[src/include/rfd_pkg.sv]
/*
 Shared constants and types for the receive-flush and DMA-enable control block.
 Assumes one 100 MHz clock with synchronous active-high reset; the serial side is
 paced by an enable pulse from a divider rather than by its own clock.
*/
// Functional notes
// - Writing one to the receive-flush bit empties the receive FIFO and idles the receive FSM.
// - A receive flush leaves every configuration bit untouched and resets only FIFO and FSM.
// - The flush is carried between the system side and the serial side by a toggle handshake.
// - Flush completion shows only after both sides have finished, several cycles later.
// - The hardware clears the receive-flush bit itself when the flush has completed.
// - The DMA transmit enable holds the transmit DMA side idle at zero and running at one.
// - An end-of-transfer from the DMA on the transmit side clears the DMA transmit enable.
// - The DMA receive enable holds the receive DMA side idle at zero and running at one.
// - An end-of-transfer from the DMA on the receive side clears the DMA receive enable.
// - Clearing the peripheral enable resets the receive path, handshake and DMA sides; the pace divider keeps running.
package rfd_pkg;

    // control word; bit positions follow the struct layout
    localparam int CTRL_W = 16;
    localparam int ENABLE_BIT = 0;
    localparam int FLUSH_BIT = 8;
    localparam int DMA_TX_BIT = 9;
    localparam int DMA_RX_BIT = 10;

    typedef struct packed {
        logic [4:0] rsvd_hi;
        logic dma_rx_en;
        logic dma_tx_en;
        logic receive_flush;
        logic [6:0] other;
        logic peripheral_enable;
    } rfd_ctrl_t;

    localparam rfd_ctrl_t CTRL_RESET = rfd_ctrl_t'(16'h0000);

    localparam int DATA_W = 8;
    localparam int FIFO_DEPTH_DEF = 8;
    localparam int SER_DIV_DEF = 4;
    localparam int DIV_W = 8;
    localparam int BIT_CNT_W = 3;
    localparam logic [BIT_CNT_W-1:0] LAST_BIT = 3'h7;
    localparam logic [BIT_CNT_W-1:0] FIRST_BIT = 3'h1;

    typedef struct packed {
        logic valid;
        logic [DATA_W-1:0] data;
    } rfd_byte_t;

    typedef enum {RX_IDLE, RX_SHIFT} rfd_rx_state_t;

endpackage

[src/core/rfd_rx_fifo.sv]
/*
 Receive FIFO with a synchronous flush that empties it in one cycle.
 Assumes the caller never pushes when full or pops when empty; such requests are ignored.
*/
`timescale 1ns/1ps
module rfd_rx_fifo import rfd_pkg::*; #(
    parameter int WIDTH = DATA_W,
    parameter int DEPTH = FIFO_DEPTH_DEF
) (
    input wire logic clk,
    input wire logic srst,
    input wire logic flush,
    input wire logic push,
    input wire logic [WIDTH-1:0] push_data,
    input wire logic pop,
    output logic [WIDTH-1:0] head,
    output logic empty,
    output logic full
);
    localparam int AW = $clog2(DEPTH);

    logic [WIDTH-1:0] mem_q [DEPTH];
    logic [AW:0] wr_q, wr_d, rd_q, rd_d;
    logic do_push, do_pop;

    assign empty = (wr_q == rd_q);
    assign full = (wr_q[AW-1:0] == rd_q[AW-1:0]) && (wr_q[AW] != rd_q[AW]);
    assign head = mem_q[rd_q[AW-1:0]];

    always_comb begin
        do_push = push && !full && !flush;
        do_pop = pop && !empty && !flush;
        wr_d = wr_q;
        rd_d = rd_q;
        if (flush) begin
            // flush discards contents by aligning pointers
            rd_d = wr_q;
        end else begin
            if (do_push) begin
                wr_d = wr_q + (AW+1)'(1);
            end
            if (do_pop) begin
                rd_d = rd_q + (AW+1)'(1);
            end
        end
    end

    always_ff @(posedge clk) begin
        if (srst) begin
            wr_q <= '0;
            rd_q <= '0;
        end else begin
            wr_q <= wr_d;
            rd_q <= rd_d;
        end
    end

    always_ff @(posedge clk) begin
        if (do_push) begin
            mem_q[wr_q[AW-1:0]] <= push_data;
        end
    end
endmodule

[src/core/rfd_rx_flush_dma.sv]
/*
 Receive flush, receive byte assembly and DMA enable control of a two-wire controller.
 Assumes control words arrive as write strobes, serial bits arrive with a valid flag, and the
 DMA controller gives one-cycle end-of-transfer pulses.
*/
`timescale 1ns/1ps
module rfd_rx_flush_dma import rfd_pkg::*; #(
    parameter int SER_DIV = SER_DIV_DEF,
    parameter int DEPTH = FIFO_DEPTH_DEF
) (
    input wire logic clk,
    input wire logic srst,
    input wire logic ctrl_we,
    input wire rfd_ctrl_t ctrl_wdata,
    output rfd_ctrl_t ctrl_rdata,
    input wire logic rx_bit_valid,
    input wire logic rx_bit,
    input wire logic rx_pop,
    output logic [DATA_W-1:0] rx_data,
    output logic rx_avail,
    input wire logic dma_rx_ack,
    input wire logic dma_rx_eot,
    input wire logic dma_tx_eot,
    input wire logic tx_fifo_ready,
    output logic dma_rx_req,
    output logic dma_tx_req
);
    localparam int FLUSH_MAX = 2 * SER_DIV + 8;

    rfd_ctrl_t ctrl_q, ctrl_d;
    logic soft_rst, flush_start, flush_done;

    // divider for the serial-side pace
    logic [DIV_W-1:0] div_q, div_d;
    logic ser_en_q, ser_en_d;

    // toggle handshake registers
    logic req_tgl_q, req_tgl_d;
    logic req_sync1_q, req_sync2_q;
    logic ser_seen_q, ser_seen_d, ack_tgl_q, ack_tgl_d;
    logic ack_sync1_q, ack_sync2_q;
    logic ser_flush;

    // receive fsm
    rfd_rx_state_t rx_state_q, rx_state_d;
    logic [BIT_CNT_W-1:0] rx_cnt_q, rx_cnt_d;
    logic [DATA_W-1:0] shift_q, shift_d;
    rfd_byte_t push_b;

    // fifo and outputs
    logic fifo_flush, fifo_pop, fifo_empty;
    logic [DATA_W-1:0] fifo_head;
    logic [DATA_W-1:0] rx_data_q;
    logic rx_avail_q, dma_rx_req_q, dma_tx_req_q;

    // global enable low holds everything except the pace divider in reset
    assign soft_rst = srst || !ctrl_q.peripheral_enable;

    always_comb begin
        div_d = div_q + DIV_W'(1);
        ser_en_d = 1'b0;
        if (div_q == DIV_W'(SER_DIV - 1)) begin
            div_d = '0;
            ser_en_d = 1'b1;
        end
    end

    always_ff @(posedge clk) begin
        if (srst) begin
            div_q <= '0;
            ser_en_q <= 1'b0;
        end else begin
            div_q <= div_d;
            ser_en_q <= ser_en_d;
        end
    end

    // done only once the serial side has echoed the current request
    assign flush_done = ctrl_q.receive_flush && (ack_sync2_q == req_tgl_q);

    always_comb begin
        ctrl_d = ctrl_q;
        flush_start = 1'b0;
        if (ctrl_we) begin
            ctrl_d.peripheral_enable = ctrl_wdata.peripheral_enable;
            ctrl_d.dma_tx_en = ctrl_wdata.dma_tx_en;
            ctrl_d.dma_rx_en = ctrl_wdata.dma_rx_en;
            // a zero written to the flush bit cannot cancel a flush
            if (ctrl_wdata.receive_flush && !ctrl_q.receive_flush) begin
                ctrl_d.receive_flush = 1'b1;
                flush_start = 1'b1;
            end
        end
        if (flush_done) begin
            ctrl_d.receive_flush = 1'b0;
        end
        // the end-of-transfer event beats a same-cycle software write
        if (dma_tx_eot) begin
            ctrl_d.dma_tx_en = 1'b0;
        end
        if (dma_rx_eot) begin
            ctrl_d.dma_rx_en = 1'b0;
        end
        if (!ctrl_q.peripheral_enable) begin
            ctrl_d.dma_tx_en = 1'b0;
            ctrl_d.dma_rx_en = 1'b0;
            ctrl_d.receive_flush = 1'b0;
            flush_start = 1'b0;
        end
        ctrl_d.other = '0;
        ctrl_d.rsvd_hi = '0;
    end

    always_ff @(posedge clk) begin
        if (srst) begin
            ctrl_q <= CTRL_RESET;
        end else begin
            ctrl_q <= ctrl_d;
        end
    end

    assign ctrl_rdata = ctrl_q;

    // system side request toggle and acknowledge synchroniser
    always_comb begin
        req_tgl_d = req_tgl_q ^ flush_start;
    end

    always_ff @(posedge clk) begin
        if (soft_rst) begin
            req_tgl_q <= 1'b0;
            ack_sync1_q <= 1'b0;
            ack_sync2_q <= 1'b0;
        end else begin
            req_tgl_q <= req_tgl_d;
            ack_sync1_q <= ack_tgl_q;
            ack_sync2_q <= ack_sync1_q;
        end
    end

    // serial side: picks the request up only on its own pace
    assign ser_flush = ser_en_q && (req_sync2_q != ser_seen_q);

    always_comb begin
        ser_seen_d = ser_seen_q;
        ack_tgl_d = ack_tgl_q;
        if (ser_flush) begin
            ser_seen_d = req_sync2_q;
            ack_tgl_d = req_sync2_q;
        end
    end

    always_ff @(posedge clk) begin
        if (soft_rst) begin
            req_sync1_q <= 1'b0;
            req_sync2_q <= 1'b0;
            ser_seen_q <= 1'b0;
            ack_tgl_q <= 1'b0;
        end else begin
            req_sync1_q <= req_tgl_q;
            req_sync2_q <= req_sync1_q;
            ser_seen_q <= ser_seen_d;
            ack_tgl_q <= ack_tgl_d;
        end
    end

    // byte assembly, msb first; bits seen while a flush is pending are dropped
    always_comb begin
        rx_state_d = rx_state_q;
        rx_cnt_d = rx_cnt_q;
        shift_d = shift_q;
        push_b = '{valid: 1'b0, data: {shift_q[DATA_W-2:0], rx_bit}};
        if (ser_flush) begin
            rx_state_d = RX_IDLE;
            rx_cnt_d = '0;
        end else if (ser_en_q && rx_bit_valid && !ctrl_q.receive_flush) begin
            shift_d = {shift_q[DATA_W-2:0], rx_bit};
            case (rx_state_q)
                RX_IDLE: begin
                    rx_state_d = RX_SHIFT;
                    rx_cnt_d = FIRST_BIT;
                end
                RX_SHIFT: begin
                    if (rx_cnt_q == LAST_BIT) begin
                        push_b.valid = 1'b1;
                        rx_state_d = RX_IDLE;
                        rx_cnt_d = '0;
                    end else begin
                        rx_cnt_d = rx_cnt_q + BIT_CNT_W'(1);
                    end
                end
                default: begin
                    rx_state_d = RX_IDLE;
                    rx_cnt_d = '0;
                end
            endcase
        end
    end

    always_ff @(posedge clk) begin
        if (soft_rst) begin
            rx_state_q <= RX_IDLE;
            rx_cnt_q <= '0;
            shift_q <= '0;
        end else begin
            rx_state_q <= rx_state_d;
            rx_cnt_q <= rx_cnt_d;
            shift_q <= shift_d;
        end
    end

    // configuration is not reset by a flush, only the fifo and the receive fsm
    assign fifo_flush = soft_rst || ctrl_q.receive_flush;
    // pops are ignored during a flush
    assign fifo_pop = (rx_pop || dma_rx_ack) && rx_avail_q && !ctrl_q.receive_flush;

    rfd_rx_fifo #(
        .WIDTH(DATA_W),
        .DEPTH(DEPTH)
    ) u_fifo (
        .clk(clk),
        .srst(srst),
        .flush(fifo_flush),
        .push(push_b.valid),
        .push_data(push_b.data),
        .pop(fifo_pop),
        .head(fifo_head),
        .empty(fifo_empty),
        .full()
    );

    always_ff @(posedge clk) begin
        if (soft_rst) begin
            rx_data_q <= '0;
            rx_avail_q <= 1'b0;
            dma_rx_req_q <= 1'b0;
            dma_tx_req_q <= 1'b0;
        end else begin
            rx_data_q <= fifo_head;
            rx_avail_q <= !fifo_empty && !fifo_pop && !ctrl_q.receive_flush;
            // requests follow enable and fifo state
            dma_rx_req_q <= ctrl_q.dma_rx_en && !fifo_empty && !fifo_pop
                && !ctrl_q.receive_flush;
            dma_tx_req_q <= ctrl_q.dma_tx_en && tx_fifo_ready;
        end
    end

    assign rx_data = rx_data_q;
    assign rx_avail = rx_avail_q;
    assign dma_rx_req = dma_rx_req_q;
    assign dma_tx_req = dma_tx_req_q;
endmodule

[config.mk]
export PLATFORM = sky130hd
export DESIGN_NAME = rfd_rx_flush_dma
export DESIGN_NICKNAME = d
export VERILOG_FILES = /design/src/include/rfd_pkg.sv /design/src/core/rfd_rx_fifo.sv /design/src/core/rfd_rx_flush_dma.sv
export SDC_FILE = /design/constraint.sdc
export NUM_CORES = 1
export LEC_CHECK = 0
export BUFFER_PORTS_ARGS = -buffer_cell sky130_fd_sc_hd__buf_2
export CORE_ASPECT_RATIO = 2
export CORE_MARGIN = 4
export CORE_UTILIZATION = 35
export DETAILED_ROUTE_END_ITERATION = 6
export SLEW_MARGIN = 0
export SYNTH_ARGS = -nofsm -noshare
export SYNTH_HDL_FRONTEND = slang
export SYNTH_SLANG_ARGS = --single-unit
[constraint.sdc]
create_clock -name clk -period 5.7 [get_ports clk]
set_clock_uncertainty 0.2 [all_clocks]
set_input_delay 1.14 -clock clk [delete_from_list [all_inputs] [get_ports clk]]
set_output_delay 1.14 -clock clk [all_outputs]
set_load 0.1 [all_outputs]
==> metrics.md <==
| Metric | Value |
|---|---|
| CP endpoint kind | `flop` |
| Worst min path class | `reg -> reg` |
| WHS | `0.2278 ns` |
| Pre-CTS setup slack | `1.967 ns` |
| Wire length of the first global-routing pass | `13,870 µm` |
| Min Tclk post-route | `3.266 ns` |
| DP HPWL | `5874 µm` |
| Synthesized flop and latch total | `113` |
| Hold Crit Start | `req_sync1_q` |
| Relative slew margins | `31.13%` |
| First-pass iteration count of the detailed router | `4` |
| Startpoint types | `primary input` |
| Clock Latency Late Sink | `0.40 ns` |
| Final worst setup slack | `2.434 ns` |
| Synth Area in Compound Gates | `3.083%` |
| Largest family of logic cells by synthesized area | `multiplexers` |
| CTS sink cnt | `113` |
| RSZ-0062 raised after global routing | `false` |
| Peak supply drop | `0.2476 mV` |
| FF-to-FF path depth | `5` |
| CTS tree | `built` |
| Global route overflow | `0` |
| Ports | `53` |
| # hold bufs at CTS | `0` |
| Number of synthesized flops with an enable pin | `64` |
| Setup tns final | `0 ns` |
| Commonest non-fill, non-tap cell in the layout | `edfxtp_1` |
| Port Buffers | `28` |
| Residual DRC count | `0` |
| Pwr dens | `378.7 mW/mm²` |
| Max cap viols | `0` |
| Final hold vios | `0` |
| Vias in the first global route | `2,676` |
| Antenna violations before repair | `0` |
| Nets | `386` |
| Max FO, Critical Path | `16` |
| DR WL/cell | `16.83 µm` |
| P_leak | `1.978 nW` |
| Post-synthesis mux area share | `12.47%` |
| Worst Hold End | `req_sync2_q` |
| Clock root buffer | `clkbuf_16` |
| Most frequent cells in the layout | `edfxtp_1 (64), dfxtp_1 (49), nor2_1 (34), buf_2 (28), mux2i_1 (19)` |
| Final ANT Viol Nets | `0` |
| Dpl cell area | `0.004793 mm²` |
| Yosys warnings | `0` |
| Postcts setup bufs | `0` |
| Starting DRT DRC Count | `106` |
| Worst Hold Depth | `1` |
| Vias per cell | `4.990` |
| Final GP Congestion | `0.7690` |
| Asr flop ratio synth | `0%` |
| Worst Setup SP | `srst` |
| Row count | `58` |
| RR Endpoint | `u_fifo.mem_q[4][3]` |
| CTS Buf Count | `17` |
| Synthesized instance count | `313` |
| Largest net degree at the start of global routing | `21` |
| Synth Area in Adders | `1.389%` |
| Post-Syn Area | `0.004504 mm²` |
| Die Y | `168.4 µm` |
| Highest clock rate | `0.3061 GHz` |
| Routed Wire Length | `8717 µm` |
| Count of pins over their slew limit | `0` |
| Main synth FF type | `edfxtp_1` |
| Die X | `88.22 µm` |
| CTS H-tree depth | `4` |
| Die ar. | `0.01486 mm²` |
| Final Instance Area | `0.005419 mm²` |
| Synth Area in Simple Gates | `11.11%` |
| Avg Synthesized Cell Area | `14.39 µm²` |
| Share of cells above drive strength 1 | `23.37%` |
| Post-synthesis xor/xnor area fraction | `3.611%` |
| Critical Path RT | `5.60 ns` |
| Outcome | `finished, final reports clean` |
| Measured slew at the worst slew-check pin | `1.033 ns` |
| Fin cells | `518` |
| Final setup violation count | `0` |
| Unique masters post-synth | `45` |
| R2r setup slk | `2.71 ns` |
| Crit Path Category | `in -> reg` |
| Register area share after synthesis | `64.44%` |
| Arrival @ worst endpoint | `3.17 ns` |
| Initial core utilization | `35.67%` |
| Part of the cycle the worst path needs | `57.31%` |
| Diode count | `0` |
| Post-CTS sizing | `0` |
| Cells after DPL | `486` |
| Reg clk slew, reported paths | `0.05 ns` |
| Core area | `0.01263 mm²` |
| Area growth from synthesis to layout | `20.31%` |
| Reg2Reg Launch Point | `u_fifo.rd_q[1]` |
| All-Layer GR Usage | `12.71%` |
| Vias | `2,585` |
| Clk buf depth | `2` |
metrics by stage:
stage	utilization (%)	total power, W
2_1_floorplan	-	0.0009511
3_3_place_gp	37.96	0.0009581
3_5_place_dp	37.96	0.0009586
4_1_cts	42.92	0.002070
5_1_grt	42.92	0.002115
6_report	42.92	0.002052
final cells by class:
type / instances / area, µm²
Tap cell: 150 / 187.7
Timing Repair Buffer: 37 / 207.7
Inverter: 3 / 11.26
Clock buffer: 20 / 436.7
Clock inverter: 12 / 188.9
Fill cell: 1179 / 7208
Sequential cell: 113 / 2903
Multi-Input combinational cell: 183 / 1484
worst max-delay path by stage:
stage	to	cells past startpoint	slack, ns
2_1_floorplan	u_fifo.mem_q[1][0]	4	2.31
3_3_place_gp	u_fifo.mem_q[4][5]	7	2.02
3_5_place_dp	u_fifo.mem_q[7][4]	6	1.97
4_1_cts	u_fifo.mem_q[4][3]	7	2.40
5_1_grt	u_fifo.mem_q[4][3]	7	2.22
6_report	u_fifo.mem_q[4][3]	7	2.43
critical path, cell delays in order:
cell and delay [ns]:
buf_2 0.20, nor3b_1 0.21, buf_4 0.20, and4_1 0.28
nand2_1 0.21, nor4_1 0.62, buf_4 0.30
layer usage:
metal  wire length, µm  global-route usage [%]
met1              3262                   12.80
met2              4992                   22.92
met3               315                   4.652
met4               147                   5.066
met5                 0                       0
flip-flops by register name, indices dropped and copies added (netlist names), 3 cells and up:
| signal | cells |
|---|---|
| u_fifo.mem_q | 64 |
| rx_data | 8 |
| u_fifo.wr_q | 4 |
| ctrl_rdata | 4 |
| u_fifo.rd_q | 4 |
| rx_cnt_q | 3 |
| div_q | 8 |
| shift_q | 7 |
synth_stat cells (2+ instances only):
library cell	count	area share (%)
nand2b_1	3	0.42
nor2_1	34	2.8
o21ai_0	3	0.33
nand2_1	8	0.67
nand3b_1	3	0.50
and2_1	6	0.83
nor3b_1	2	0.33
buf_4	15	2.5
inv_1	3	0.25
and4_1	3	0.58
a211oi_1	4	0.67
a21oi_1	6	0.67
nand4_1	3	0.42
xnor2_1	4	0.78
xnor2_2	3	1.1
nor4b_1	2	0.39
nand3_1	10	1.1
dfxtp_1	49	22
ha_1	5	1.4
nor4_1	7	0.97
edfxtp_1	64	43
and3_1	5	0.69
mux2i_1	19	4.2
nor3_1	3	0.33
mux4_1	3	1.8
clkbuf_1	6	0.50
mux4_2	13	6.5
buf_2	2	0.22
xor2_1	9	1.8
report_power, final:
| part | switching [W] | total, W | internal, W |
|---|---|---|---|
| Sequential | 0.00000559 | 0.000865 | 0.000860 |
| Clock | 0.000341 | 0.00111 | 0.000769 |
| Combinational | 0.0000627 | 0.0000769 | 0.0000142 |
kinds of logic (layout without fill, tap and decap cells):
family | Yosys count | in the layout
compound gates | 20 | 20
xor+xnor | 16 | 16
fa+ha+maj | 5 | 5
buf+inv | 28 | 72
flops | 113 | 113
mux | 35 | 35
other cells | 1 | 12
simple gates | 95 | 95
(Power assumes the default switching activity.)
